==> src/ddro_pkg.sv <==
// Purpose: Shared constants and types for the double-rate output register block.
// Assumes: One 100 MHz clock; the cell clock is derived by toggling every enabled cycle.
// Notes: Mode and latch settings are static once reset is released.
// How it works
// - Core data is registered before reaching the pad.
// - Single-rate mode passes only first data input.
// - Single-rate element is register or latch.
// - Double-rate captures both inputs on rising edge.
// - Falling edge moves second value into odd stage.
// - Cell clock steers mux in generic double-rate.
// - Extended cell adds memory mode, same other modes.
// - Memory mode captures and retimes like generic.
// - Shifted write strobe steers mux in memory mode.
// - Two cells combine into complementary output pair.
// - Group strobe block shifts and distributes strobe.
package ddro_pkg;
   // Output modes, one-hot
   typedef enum logic [2:0] {
      DDRO_MODE_SDR = 3'b001,
      DDRO_MODE_GENERIC = 3'b010,
      DDRO_MODE_MEMORY = 3'b100
   } ddro_mode_t;

   // Encoding of the mode selection pins
   localparam logic [1:0] DDRO_CODE_SDR = 2'h0;
   localparam logic [1:0] DDRO_CODE_GENERIC = 2'h1;
   localparam logic [1:0] DDRO_CODE_MEMORY = 2'h2;

   // Number of cells in a pair and strobe shift in clock cycles
   localparam int DDRO_CELLS = 2;
   localparam int DDRO_STROBE_SHIFT_CYC = 1;

   // Reset values
   localparam logic DDRO_RST_BIT = 1'b0;
   localparam ddro_mode_t DDRO_RST_MODE = DDRO_MODE_SDR;
endpackage : ddro_pkg

==> src/ddro_link_if.sv <==
// Purpose: Carries static configuration and the distributed strobes to the cell logic.
// Assumes: All signals are on clk.
// Notes: Driven by the config holder and the strobe block, read by the top.
`timescale 1ns/1ps
`default_nettype none
interface ddro_link_if;
   ddro_pkg::ddro_mode_t mode;
   logic latch_sel;
   logic pair_en;
   logic write_strobe_shifted;
   logic read_strobe_shifted;

   modport cfg_src (output mode, output latch_sel, output pair_en);
   modport strobe_src (output write_strobe_shifted, output read_strobe_shifted);
   modport sink (input mode, input latch_sel, input pair_en,
      input write_strobe_shifted, input read_strobe_shifted);
endinterface : ddro_link_if
`default_nettype wire

==> src/ddro_cfg.sv <==
// Purpose: Holds the static mode configuration of the output cells.
// Assumes: Configuration pins are steady while reset is high.
// Notes: Settings are sampled only while reset is asserted, so changes later are ignored.
`timescale 1ns/1ps
`default_nettype none
module ddro_cfg (
   input wire logic clk,
   input wire logic rst,
   input wire logic ce,
   input wire logic [1:0] cfg_mode_code,
   input wire logic cfg_latch_sel,
   input wire logic cfg_pair_en,
   ddro_link_if.cfg_src link
);
   ddro_pkg::ddro_mode_t mode_reg, mode_next;
   logic latch_reg, latch_next;
   logic pair_reg, pair_next;

   // Capture during reset only, hold afterwards
   always_comb begin
      mode_next = mode_reg;
      latch_next = latch_reg;
      pair_next = pair_reg;
      if (rst) begin
         if (cfg_mode_code == ddro_pkg::DDRO_CODE_GENERIC) begin
            mode_next = ddro_pkg::DDRO_MODE_GENERIC;
         end else if (cfg_mode_code == ddro_pkg::DDRO_CODE_MEMORY) begin
            mode_next = ddro_pkg::DDRO_MODE_MEMORY;
         end else begin
            mode_next = ddro_pkg::DDRO_MODE_SDR; // Unused code falls back to single rate
         end
         latch_next = cfg_latch_sel;
         pair_next = cfg_pair_en;
      end
   end

   // Reset taken regardless of enable so settings are always captured
   always_ff @(posedge clk) begin
      if (ce || rst) begin
         mode_reg <= mode_next;
         latch_reg <= latch_next;
         pair_reg <= pair_next;
      end
   end

   assign link.mode = mode_reg;
   assign link.latch_sel = latch_reg;
   assign link.pair_en = pair_reg;
endmodule : ddro_cfg
`default_nettype wire

==> src/ddro_strobe.sv <==
// Purpose: Group strobe block: synchronises the memory strobe pin and shifts it.
// Assumes: Strobe pin is asynchronous to clk and slow against it.
// Notes: Three-stage synchroniser; a level change counts once stages two and three agree.
`timescale 1ns/1ps
`default_nettype none
module ddro_strobe (
   input wire logic clk,
   input wire logic rst,
   input wire logic ce,
   input wire logic strobe_pin,
   ddro_link_if.strobe_src link
);
   localparam int SH = ddro_pkg::DDRO_STROBE_SHIFT_CYC;
   logic [2:0] sync_reg, sync_next;
   logic level_reg, level_next;
   logic [SH-1:0] delay_reg, delay_next;
   logic [SH:0] shift_full;

   // Synchroniser, filtered level and phase delay line
   always_comb begin
      sync_next = {sync_reg[1:0], strobe_pin};
      level_next = level_reg;
      if (sync_reg[1] == sync_reg[2]) begin
         level_next = sync_reg[2];
      end
      // New level enters at the top and moves toward index 0, for any shift length
      shift_full = {level_reg, delay_reg};
      delay_next = shift_full[SH:1];
      if (rst) begin
         sync_next = '0;
         level_next = ddro_pkg::DDRO_RST_BIT;
         delay_next = '0;
      end
   end

   always_ff @(posedge clk) begin
      if (ce || rst) begin
         sync_reg <= sync_next;
         level_reg <= level_next;
         delay_reg <= delay_next;
      end
   end

   // One shifted strobe feeds every cell of the group
   assign link.write_strobe_shifted = delay_reg[0];
   assign link.read_strobe_shifted = delay_reg[0];
endmodule : ddro_strobe
`default_nettype wire

==> src/ddro_top.sv <==
// Purpose: Output register stage for a pair of I/O cells feeding pad output buffers.
// Assumes: clk is 100 MHz; the cell clock is clk divided by two and driven out.
// Notes: Rising and falling cell-clock edges are the enabled cycles with the phase low and
//        high; all logic stays on one clock edge so timing closes without a negative edge.
`timescale 1ns/1ps
`default_nettype none
module ddro_top (
   input wire logic clk,
   input wire logic rst,
   input wire logic ce,
   input wire logic [1:0] cfg_mode_code,
   input wire logic cfg_latch_sel,
   input wire logic cfg_pair_en,
   input wire logic strobe_pin,
   input wire logic [ddro_pkg::DDRO_CELLS-1:0] first_data_in,
   input wire logic [ddro_pkg::DDRO_CELLS-1:0] second_data_in,
   input wire logic [ddro_pkg::DDRO_CELLS-1:0] out_en_in,
   output logic [ddro_pkg::DDRO_CELLS-1:0] pad_out,
   output logic [ddro_pkg::DDRO_CELLS-1:0] pad_oe,
   output logic cell_clk,
   output logic write_strobe_seen,
   output logic [2:0] mode_status,
   output logic pair_status
);
   localparam int N = ddro_pkg::DDRO_CELLS;

   ddro_link_if link ();

   ddro_cfg u_cfg (
      .clk(clk),
      .rst(rst),
      .ce(ce),
      .cfg_mode_code(cfg_mode_code),
      .cfg_latch_sel(cfg_latch_sel),
      .cfg_pair_en(cfg_pair_en),
      .link(link.cfg_src)
   );

   ddro_strobe u_strobe (
      .clk(clk),
      .rst(rst),
      .ce(ce),
      .strobe_pin(strobe_pin),
      .link(link.strobe_src)
   );

   // Cell clock phase: low means the next cycle is a rising edge
   logic phase_reg, phase_next;
   logic rise_evt;
   logic fall_evt;
   logic is_sdr;
   logic is_mem;
   logic mux_sel;

   always_comb begin
      phase_next = ~phase_reg;
      if (rst) begin
         phase_next = ddro_pkg::DDRO_RST_BIT;
      end
   end

   always_ff @(posedge clk) begin
      if (ce || rst) begin
         phase_reg <= phase_next;
      end
   end

   // Edge events and mux select source
   assign rise_evt = ~phase_reg;
   assign fall_evt = phase_reg;
   assign is_sdr = (link.mode == ddro_pkg::DDRO_MODE_SDR);
   assign is_mem = (link.mode == ddro_pkg::DDRO_MODE_MEMORY);
   // Memory mode swaps the select source; generic uses the cell clock itself
   assign mux_sel = is_mem ? link.write_strobe_shifted : phase_reg;

   // Per-cell registers
   logic [N-1:0] even_phase_reg, even_phase_next;
   logic [N-1:0] stage_reg, stage_next;
   logic [N-1:0] odd_phase_reg, odd_phase_next;
   logic [N-1:0] pad_reg, pad_next;
   logic [N-1:0] oe_reg, oe_next;
   logic [N-1:0] src_d0;
   logic [N-1:0] src_d1;
   logic [N-1:0] src_oe;

   genvar g;
   generate
      for (g = 0; g < N; g++) begin : g_cell
         // In pair mode the second cell mirrors the first, inverted
         if (g == 1) begin : g_comp
            assign src_d0[g] = link.pair_en ? ~first_data_in[0] : first_data_in[g];
            assign src_d1[g] = link.pair_en ? ~second_data_in[0] : second_data_in[g];
            assign src_oe[g] = link.pair_en ? out_en_in[0] : out_en_in[g];
         end else begin : g_true
            assign src_d0[g] = first_data_in[g];
            assign src_d1[g] = second_data_in[g];
            assign src_oe[g] = out_en_in[g];
         end

         // Next values for one cell
         always_comb begin
            even_phase_next[g] = even_phase_reg[g];
            stage_next[g] = stage_reg[g];
            odd_phase_next[g] = odd_phase_reg[g];
            pad_next[g] = pad_reg[g];
            oe_next[g] = oe_reg[g];
            if (is_sdr) begin
               if (link.latch_sel) begin
                  // Latch is transparent while the cell clock is high
                  if (fall_evt) begin
                     even_phase_next[g] = src_d0[g];
                  end
               end else if (rise_evt) begin
                  even_phase_next[g] = src_d0[g];
               end
               pad_next[g] = even_phase_next[g];
            end else begin
               if (rise_evt) begin
                  even_phase_next[g] = src_d0[g];
                  stage_next[g] = src_d1[g];
               end
               if (fall_evt) begin
                  odd_phase_next[g] = stage_reg[g];
               end
               // Select high gives even, low gives odd: two items per period
               pad_next[g] = mux_sel ? even_phase_reg[g] : odd_phase_reg[g];
            end
            oe_next[g] = src_oe[g]; // Enable registered alongside data to stay aligned
            if (rst) begin
               even_phase_next[g] = ddro_pkg::DDRO_RST_BIT;
               stage_next[g] = ddro_pkg::DDRO_RST_BIT;
               odd_phase_next[g] = ddro_pkg::DDRO_RST_BIT;
               pad_next[g] = ddro_pkg::DDRO_RST_BIT;
               oe_next[g] = ddro_pkg::DDRO_RST_BIT;
            end
         end

         always_ff @(posedge clk) begin
            if (ce || rst) begin
               even_phase_reg[g] <= even_phase_next[g];
               stage_reg[g] <= stage_next[g];
               odd_phase_reg[g] <= odd_phase_next[g];
               pad_reg[g] <= pad_next[g];
               oe_reg[g] <= oe_next[g];
            end
         end
      end
   endgenerate

   // Status and clock outputs, all from flip-flops
   logic cell_clk_reg, cell_clk_next;
   logic strobe_reg, strobe_next;
   logic [2:0] mode_reg, mode_next;
   logic pair_reg, pair_next;

   always_comb begin
      cell_clk_next = phase_next;
      strobe_next = link.write_strobe_shifted;
      mode_next = link.mode;
      pair_next = link.pair_en;
      if (rst) begin
         cell_clk_next = ddro_pkg::DDRO_RST_BIT;
         strobe_next = ddro_pkg::DDRO_RST_BIT;
         mode_next = ddro_pkg::DDRO_RST_MODE;
         pair_next = ddro_pkg::DDRO_RST_BIT;
      end
   end

   always_ff @(posedge clk) begin
      if (ce || rst) begin
         cell_clk_reg <= cell_clk_next;
         strobe_reg <= strobe_next;
         mode_reg <= mode_next;
         pair_reg <= pair_next;
      end
   end

   assign pad_out = pad_reg;
   assign pad_oe = oe_reg;
   assign cell_clk = cell_clk_reg;
   assign write_strobe_seen = strobe_reg;
   assign mode_status = mode_reg;
   assign pair_status = pair_reg;
endmodule : ddro_top
`default_nettype wire

==> config.mk <==
export PLATFORM = sky130hd
export DESIGN_NAME = ddro_top
export DESIGN_NICKNAME = d
export VERILOG_FILES = /design/src/ddro_pkg.sv /design/src/ddro_link_if.sv /design/src/ddro_cfg.sv /design/src/ddro_strobe.sv /design/src/ddro_top.sv
export SDC_FILE = /design/constraint.sdc
export NUM_CORES = 1
export LEC_CHECK = 0
export BUFFER_PORTS_ARGS = -buffer_cell sky130_fd_sc_hd__buf_2
export CELL_PAD_IN_SITES_DETAIL_PLACEMENT = 0
export CELL_PAD_IN_SITES_GLOBAL_PLACEMENT = 1
export CORE_UTILIZATION = 41
export CTS_BUF_LIST = sky130_fd_sc_hd__clkbuf_4 sky130_fd_sc_hd__clkbuf_8
export CTS_CLUSTER_DIAMETER = 60
export DETAILED_ROUTE_END_ITERATION = 7
export PLACE_DENSITY = 0.8
export RECOVER_POWER = 50
export REMOVE_ABC_BUFFERS = 1
export SLEW_MARGIN = 40
export SYNTH_ARGS = -nofsm -noshare
export SYNTH_HDL_FRONTEND = slang
export SYNTH_HIERARCHICAL = 1
export SYNTH_SLANG_ARGS = --single-unit
==> constraint.sdc <==
create_clock -name clk -period 1.3 [get_ports clk]
set_input_delay 0.325 -clock clk [delete_from_list [all_inputs] [get_ports clk]]
set_output_delay 0.325 -clock clk [all_outputs]
set_load 0.03 [all_outputs]
# After elaboration in Yosys (flattened, before gate mapping)
# Index checks and enable logic that the tools add are counted.
[word_totals] register_bits=27 out_inout_bits=10 input_bits=14 wordCells=65
[op_classes] muxes=27 eq_ne=7 bitwise=3 n_reduce_logical=7
[ops] op="$mux W1" count=26
[ops] op="$reduce_and A3 Y1" count=2
[ops] op="$ne A2 B2 Y1 const B" count=2
[ops] op="$reduce_and A2 Y1" count=2
[ops] op="$reduce_bool A2 Y1" count=2
[ops] op="$eq A3 B1 Y1 const B" count=1
[ops] op="$eq A3 B3 Y1 const B" count=1
[ops] op="$mux W3" count=1
[ops] op="$not A1 Y1" count=3
[ops] op="$eq A2 B1 Y1 const B" count=1
[ops] op="$eq A2 B2 Y1 const B" count=1
[ops] op="$eq A1 B1 Y1" count=1
[ops] op="$logic_or A1 B1 Y1" count=1

# Longest topological paths before layout
[logic_depth] ltp_word=5 depth_mapped=5 ltp_nobuf=4

# By module
# The synthesis kept the hierarchy.
[modules_own_cells] mod="ddro_top" seq_area_each_um2=510.5 instances=1 area_each_um2=838.3 cells_each=62
[modules_own_cells] mod="ddro_strobe" seq_area_each_um2=150.1 instances=1 area_each_um2=211.5 cells_each=14
[modules_own_cells] mod="ddro_cfg" seq_area_each_um2=150.1 instances=1 area_each_um2=177.7 cells_each=9

# Least setup slack after synthesis
# OpenSTA, ideal clock, no wires.
[synth_timing] path_type="register -> register" from="register u_cfg.mode_reg[1] (netlist: u_cfg/link.mode[1])" to="register pad_reg[0] (netlist: pad_out[0]) (data pin)" period_less_slack_ps=1431 path_stages_with_launch=5 setup_ps=264 t_arrival_ps=1167 required_ps=1036 path_buffers=0 setup_slack_ps=-131 path_cell_list="edfxtp_1 nor3b_2 mux2i_2 mux2i_1 a211oi_1"
[synth_via] elab_chain_len=4 elab_cells_between_ends=5 cone_classes="2 x eq/ne; 3 x mux"
[synth_rtl] item="start: declaration" line="ddro_cfg.sv:15" rtl="ddro_pkg::ddro_mode_t mode_reg, mode_next;"
[synth_rtl] item="start signal: assignment" line="ddro_cfg.sv:40" rtl="mode_reg <= mode_next;"
[synth_rtl] item="$eq A3 B3 Y1" line="ddro_top.sv:72" rtl="assign is_mem = (link.mode == ddro_pkg::DDRO_MODE_MEMORY);"
[synth_rtl] item="$mux W1" line="ddro_top.sv:74" rtl="assign mux_sel = is_mem ? link.write_strobe_shifted : phase_reg;"
[synth_rtl] item="$mux W1" line="ddro_top.sv:126" rtl="pad_next[g] = mux_sel ? even_phase_reg[g] : odd_phase_reg[g];"
[synth_rtl] item="$mux W1 *" line="ddro_top.sv:107" rtl="if (is_sdr) begin"
[synth_rtl] item="end signal: indexed assignment" line="ddro_top.sv:143" rtl="pad_reg[g] <= pad_next[g];"
[synth_rtl] item="end: declaration" line="ddro_top.sv:80" rtl="logic [N-1:0] pad_reg, pad_next;"
# Every way passes the cells marked *; elsewhere a longest branch is shown, timed or not.
# A chain may end at the register's enable or synchronous reset.

# Worst setup path in the final report
# Ends and elaborated chain as after synthesis.

==> results.py <==
metrics = {
    "floorplanning": {
        "fp.dieW_um": 56.72,
        "io_pins": 24,
        "die_h_um": 56.72,
        "initial_core_util_pct": 43.76,
        "dieArea_um2": 3217,
        "core_um2": 2805,
        "rows": 19,
    },
    "global_route": {
        "grt_antenna_before_repair": 0,
        "grt_pass1_vias": 733,
        "grt_pass1_wl_um": 3174,
        "gr-usage-all-layers_pct": 13.48,
        "overflow": 0,
        "grt_max_degree": 20,
    },
    "clock_tree": {
        "cts_made_buffers": 3,
        "cts_hold_buf": 0,
        "cts_tree": "built",
        "worst_skew_pair.late_latency_ns": 0.31,
        "cts_resized": 0,
        "ctsLongestPathBuffers": 2,
        "cts_max_level": 1,
        "cts_sinks": 27,
        "clkTransAtPathRegs_ns": 0.13,
        "cts_root_buf": "clkbuf_4",
    },
    "route": {
        "drt_pre_antenna_iters": 6,
        "drc_errors": 4,
        "vias_per_cell": 4.876,
        "ant_nets": 0,
        "drt_iter0_drc": 17,
        "routed_wl_um": 1810,
        "dr_total_vias": 707,
        "wl_per_cell_um": 12.48,
    },
    "power_and_ir_drop": {
        "seqPwrFrac_pct": 62.1,
        "vdd_ir_drop_max_v": 0.0005376,
        "p_leak_nw": 0.5907,
        "internal_power_mw": 1.322,
        "power_frac_comb_pct": 16.8,
        "powerDensity_nw_per_um2": 1222,
        "swShare_pct": 24.40,
        "p_clk_share_pct": 21.0,
        "p_sw_mw": 0.4265,
    },
    "cells_and_area": {
        "nNetsFinal": 129,
        "syn_to_final_growth_pct": 16.62,
        "layout_common_cells": "edfxtp_1, buf_2, nor2b_1",
        "final_common_cell": "edfxtp_1",
        "drive_gt1_share_pct": 31.58,
        "n_antenna_cell": 0,
    },
    "place": {
        "portBuffers": 23,
        "dp_slack_ns": -0.2580,
        "place_congestion": 0.7098,
        "dpl.hpwl_um": 1335,
    },
    "synth": {
        "ys_ff_latch": 27,
        "async_reset_ff_share_pct": 0,
        "yosys-mux-area-fraction_pct": 6.830,
        "syn_inst": 85,
        "synthFlopType": "edfxtp_1",
        "ys.warnings.count": 6,
        "synth_fa_ha_area_share_pct": 0,
        "ys_seq_area_share_pct": 66.06,
        "synth_top_area_share_pct": 66.06,
        "synth_edf_count": 27,
        "netlist_area_um2": 1227,
        "yosys.area.top_type": "edfxtp_1",
        "synthXorXnorAreaFrac_pct": 4.179,
        "synthTopCellsByArea": "edfxtp_1, nor2b_1, mux2i_1",
        "yosys.area_share.simple_pct": 15.29,
        "ys_types": 24,
        "synth_top_family_by_area": "simple AND/OR/NAND/NOR gates",
        "synth_compound_area_share_pct": 4.383,
        "syn_area_per_cell_um2": 14.44,
    },
    "sta": {
        "slew_headroom_pct": 48.18,
        "whs_ns": 0.1781,
        "finalCriticalPeriod_ns": 1.535,
        "setup_viol": 21,
        "finalCritPeriodShare_pct": 118.1,
        "clock_skew_ns": 0.001603,
        "setup_tns_ns": -1.851,
        "fmax_mhz": 651.4,
        "hold_violations": 0,
        "tightest_slew_ns": 0.7773,
        "fin_ws_ns": -0.2353,
        "rsz0062_at_grt": "yes",
        "maxSlewViolCount": 0,
    },
    "critical_path": {
        "crit_arrival_ns": 1.61,
        "crit_fanout": 4,
        "endpoint_kind": "flop",
        "required_ns": 1.38,
        "worstSetupStartpointType": "flop",
        "path_class": "flop to flop",
    },
    "worst_hold_path": {
        "hp-class": "input port to flop",
    },
    "outcome": {
        "violations": "design-rule violations, negative setup slack",
        "status": "complete, but fails checks",
    },
    "run": {
        "maxCapViolCount": 0,
    },
}
==> cell type report <==
| type | count | area [um^2] |
|---|---|---|
| Multi-Input combinational cell | 50 | 376.6 |
| Timing Repair Buffer | 31 | 167.7 |
| Fill cell | 255 | 1374 |
| Clock buffer | 4 | 30.03 |
| Sequential cell | 27 | 810.8 |
| Tap cell | 31 | 38.79 |
| Inverter | 2 | 7.507 |
==> kinds of logic (layout without fill, tap and decap cells) <==
logic type / after synthesis / after routing
buffers and inverters: 8 / 37
xor gates and xnor gates: 5 / 5
and+or+nand+nor: 30 / 30
muxes: 8 / 8
DFF: 27 / 27
AOI/OAI and AO/OA: 7 / 7
==> layer usage <==
layer	vias up	routed length (um)	GRT usage, %
met3	4	48	1.613
li1	357	-	-
met1	330	836	16.34
met4	0	42	11.07
met5	-	0	0
met2	16	883	21.43
==> synth_stat cells (2+ instances only) <==
cell and n:
clkbuf_1 2, edfxtp_1 27, buf_2 2, mux2i_1 7
nor2_1 7, and2_1 2, a211oi_1 4, inv_1 2
buf_4 2, xnor2_1 3, nor2b_1 12, or2_1 3
==> final timing paths <==
kind                 startpoint                   end  slack, ns  cells past startpoint
min               cfg_latch_sel  u_cfg/link.latch_sel       0.18                      1
min reg2reg        stage_reg[1]      odd_phase_reg[1]       0.55                      1
max reg2reg  u_cfg/link.mode[1]            pad_out[0]      -0.24                      4
max          u_cfg/link.mode[1]            pad_out[0]      -0.24                      4
==> power by group through the flow <==
stage,Clock [mW],Sequential (mW),Combinational [mW]
6_report,0.368,1.09,0.294
5_1_grt,0.418,1.10,0.325
4_1_cts,0.382,1.09,0.300
3_5_place_dp,0,1.11,0.295
3_3_place_gp,0,1.10,0.289
2_1_floorplan,0,1.17,0.120
==> what timing repair did <==
| item | 4_1_cts | 5_1_grt |
|---|---|---|
| gates cloned | 0 | 0 |
| endpoints found under the setup margin | 8 | 8 |
| setup buffers | 1 | 0 |
| pin swaps | 3 | 1 |
| endpoints found under the hold margin | 0 | 0 |
==> critical path, cell delays in order, from the launching register on <==
cell and delay [ns]:
edfxtp_1 0.45, nor3b_2 0.22, mux2i_2 0.29, mux2i_1 0.24
a211oi_1 0.09
==> metrics by stage <==
step	total power [mW]	utilization (%)	instances	area, um^2
floorplan	1.290	-	79	1195
global placement	1.391	49.96	140	1401
detailed placement	1.402	49.96	140	1401
CTS	1.769	51.29	145	1439
global route	1.838	51.03	145	1431
finish	1.748	51.03	145	1431
Power figures use the tool's default switching activity.
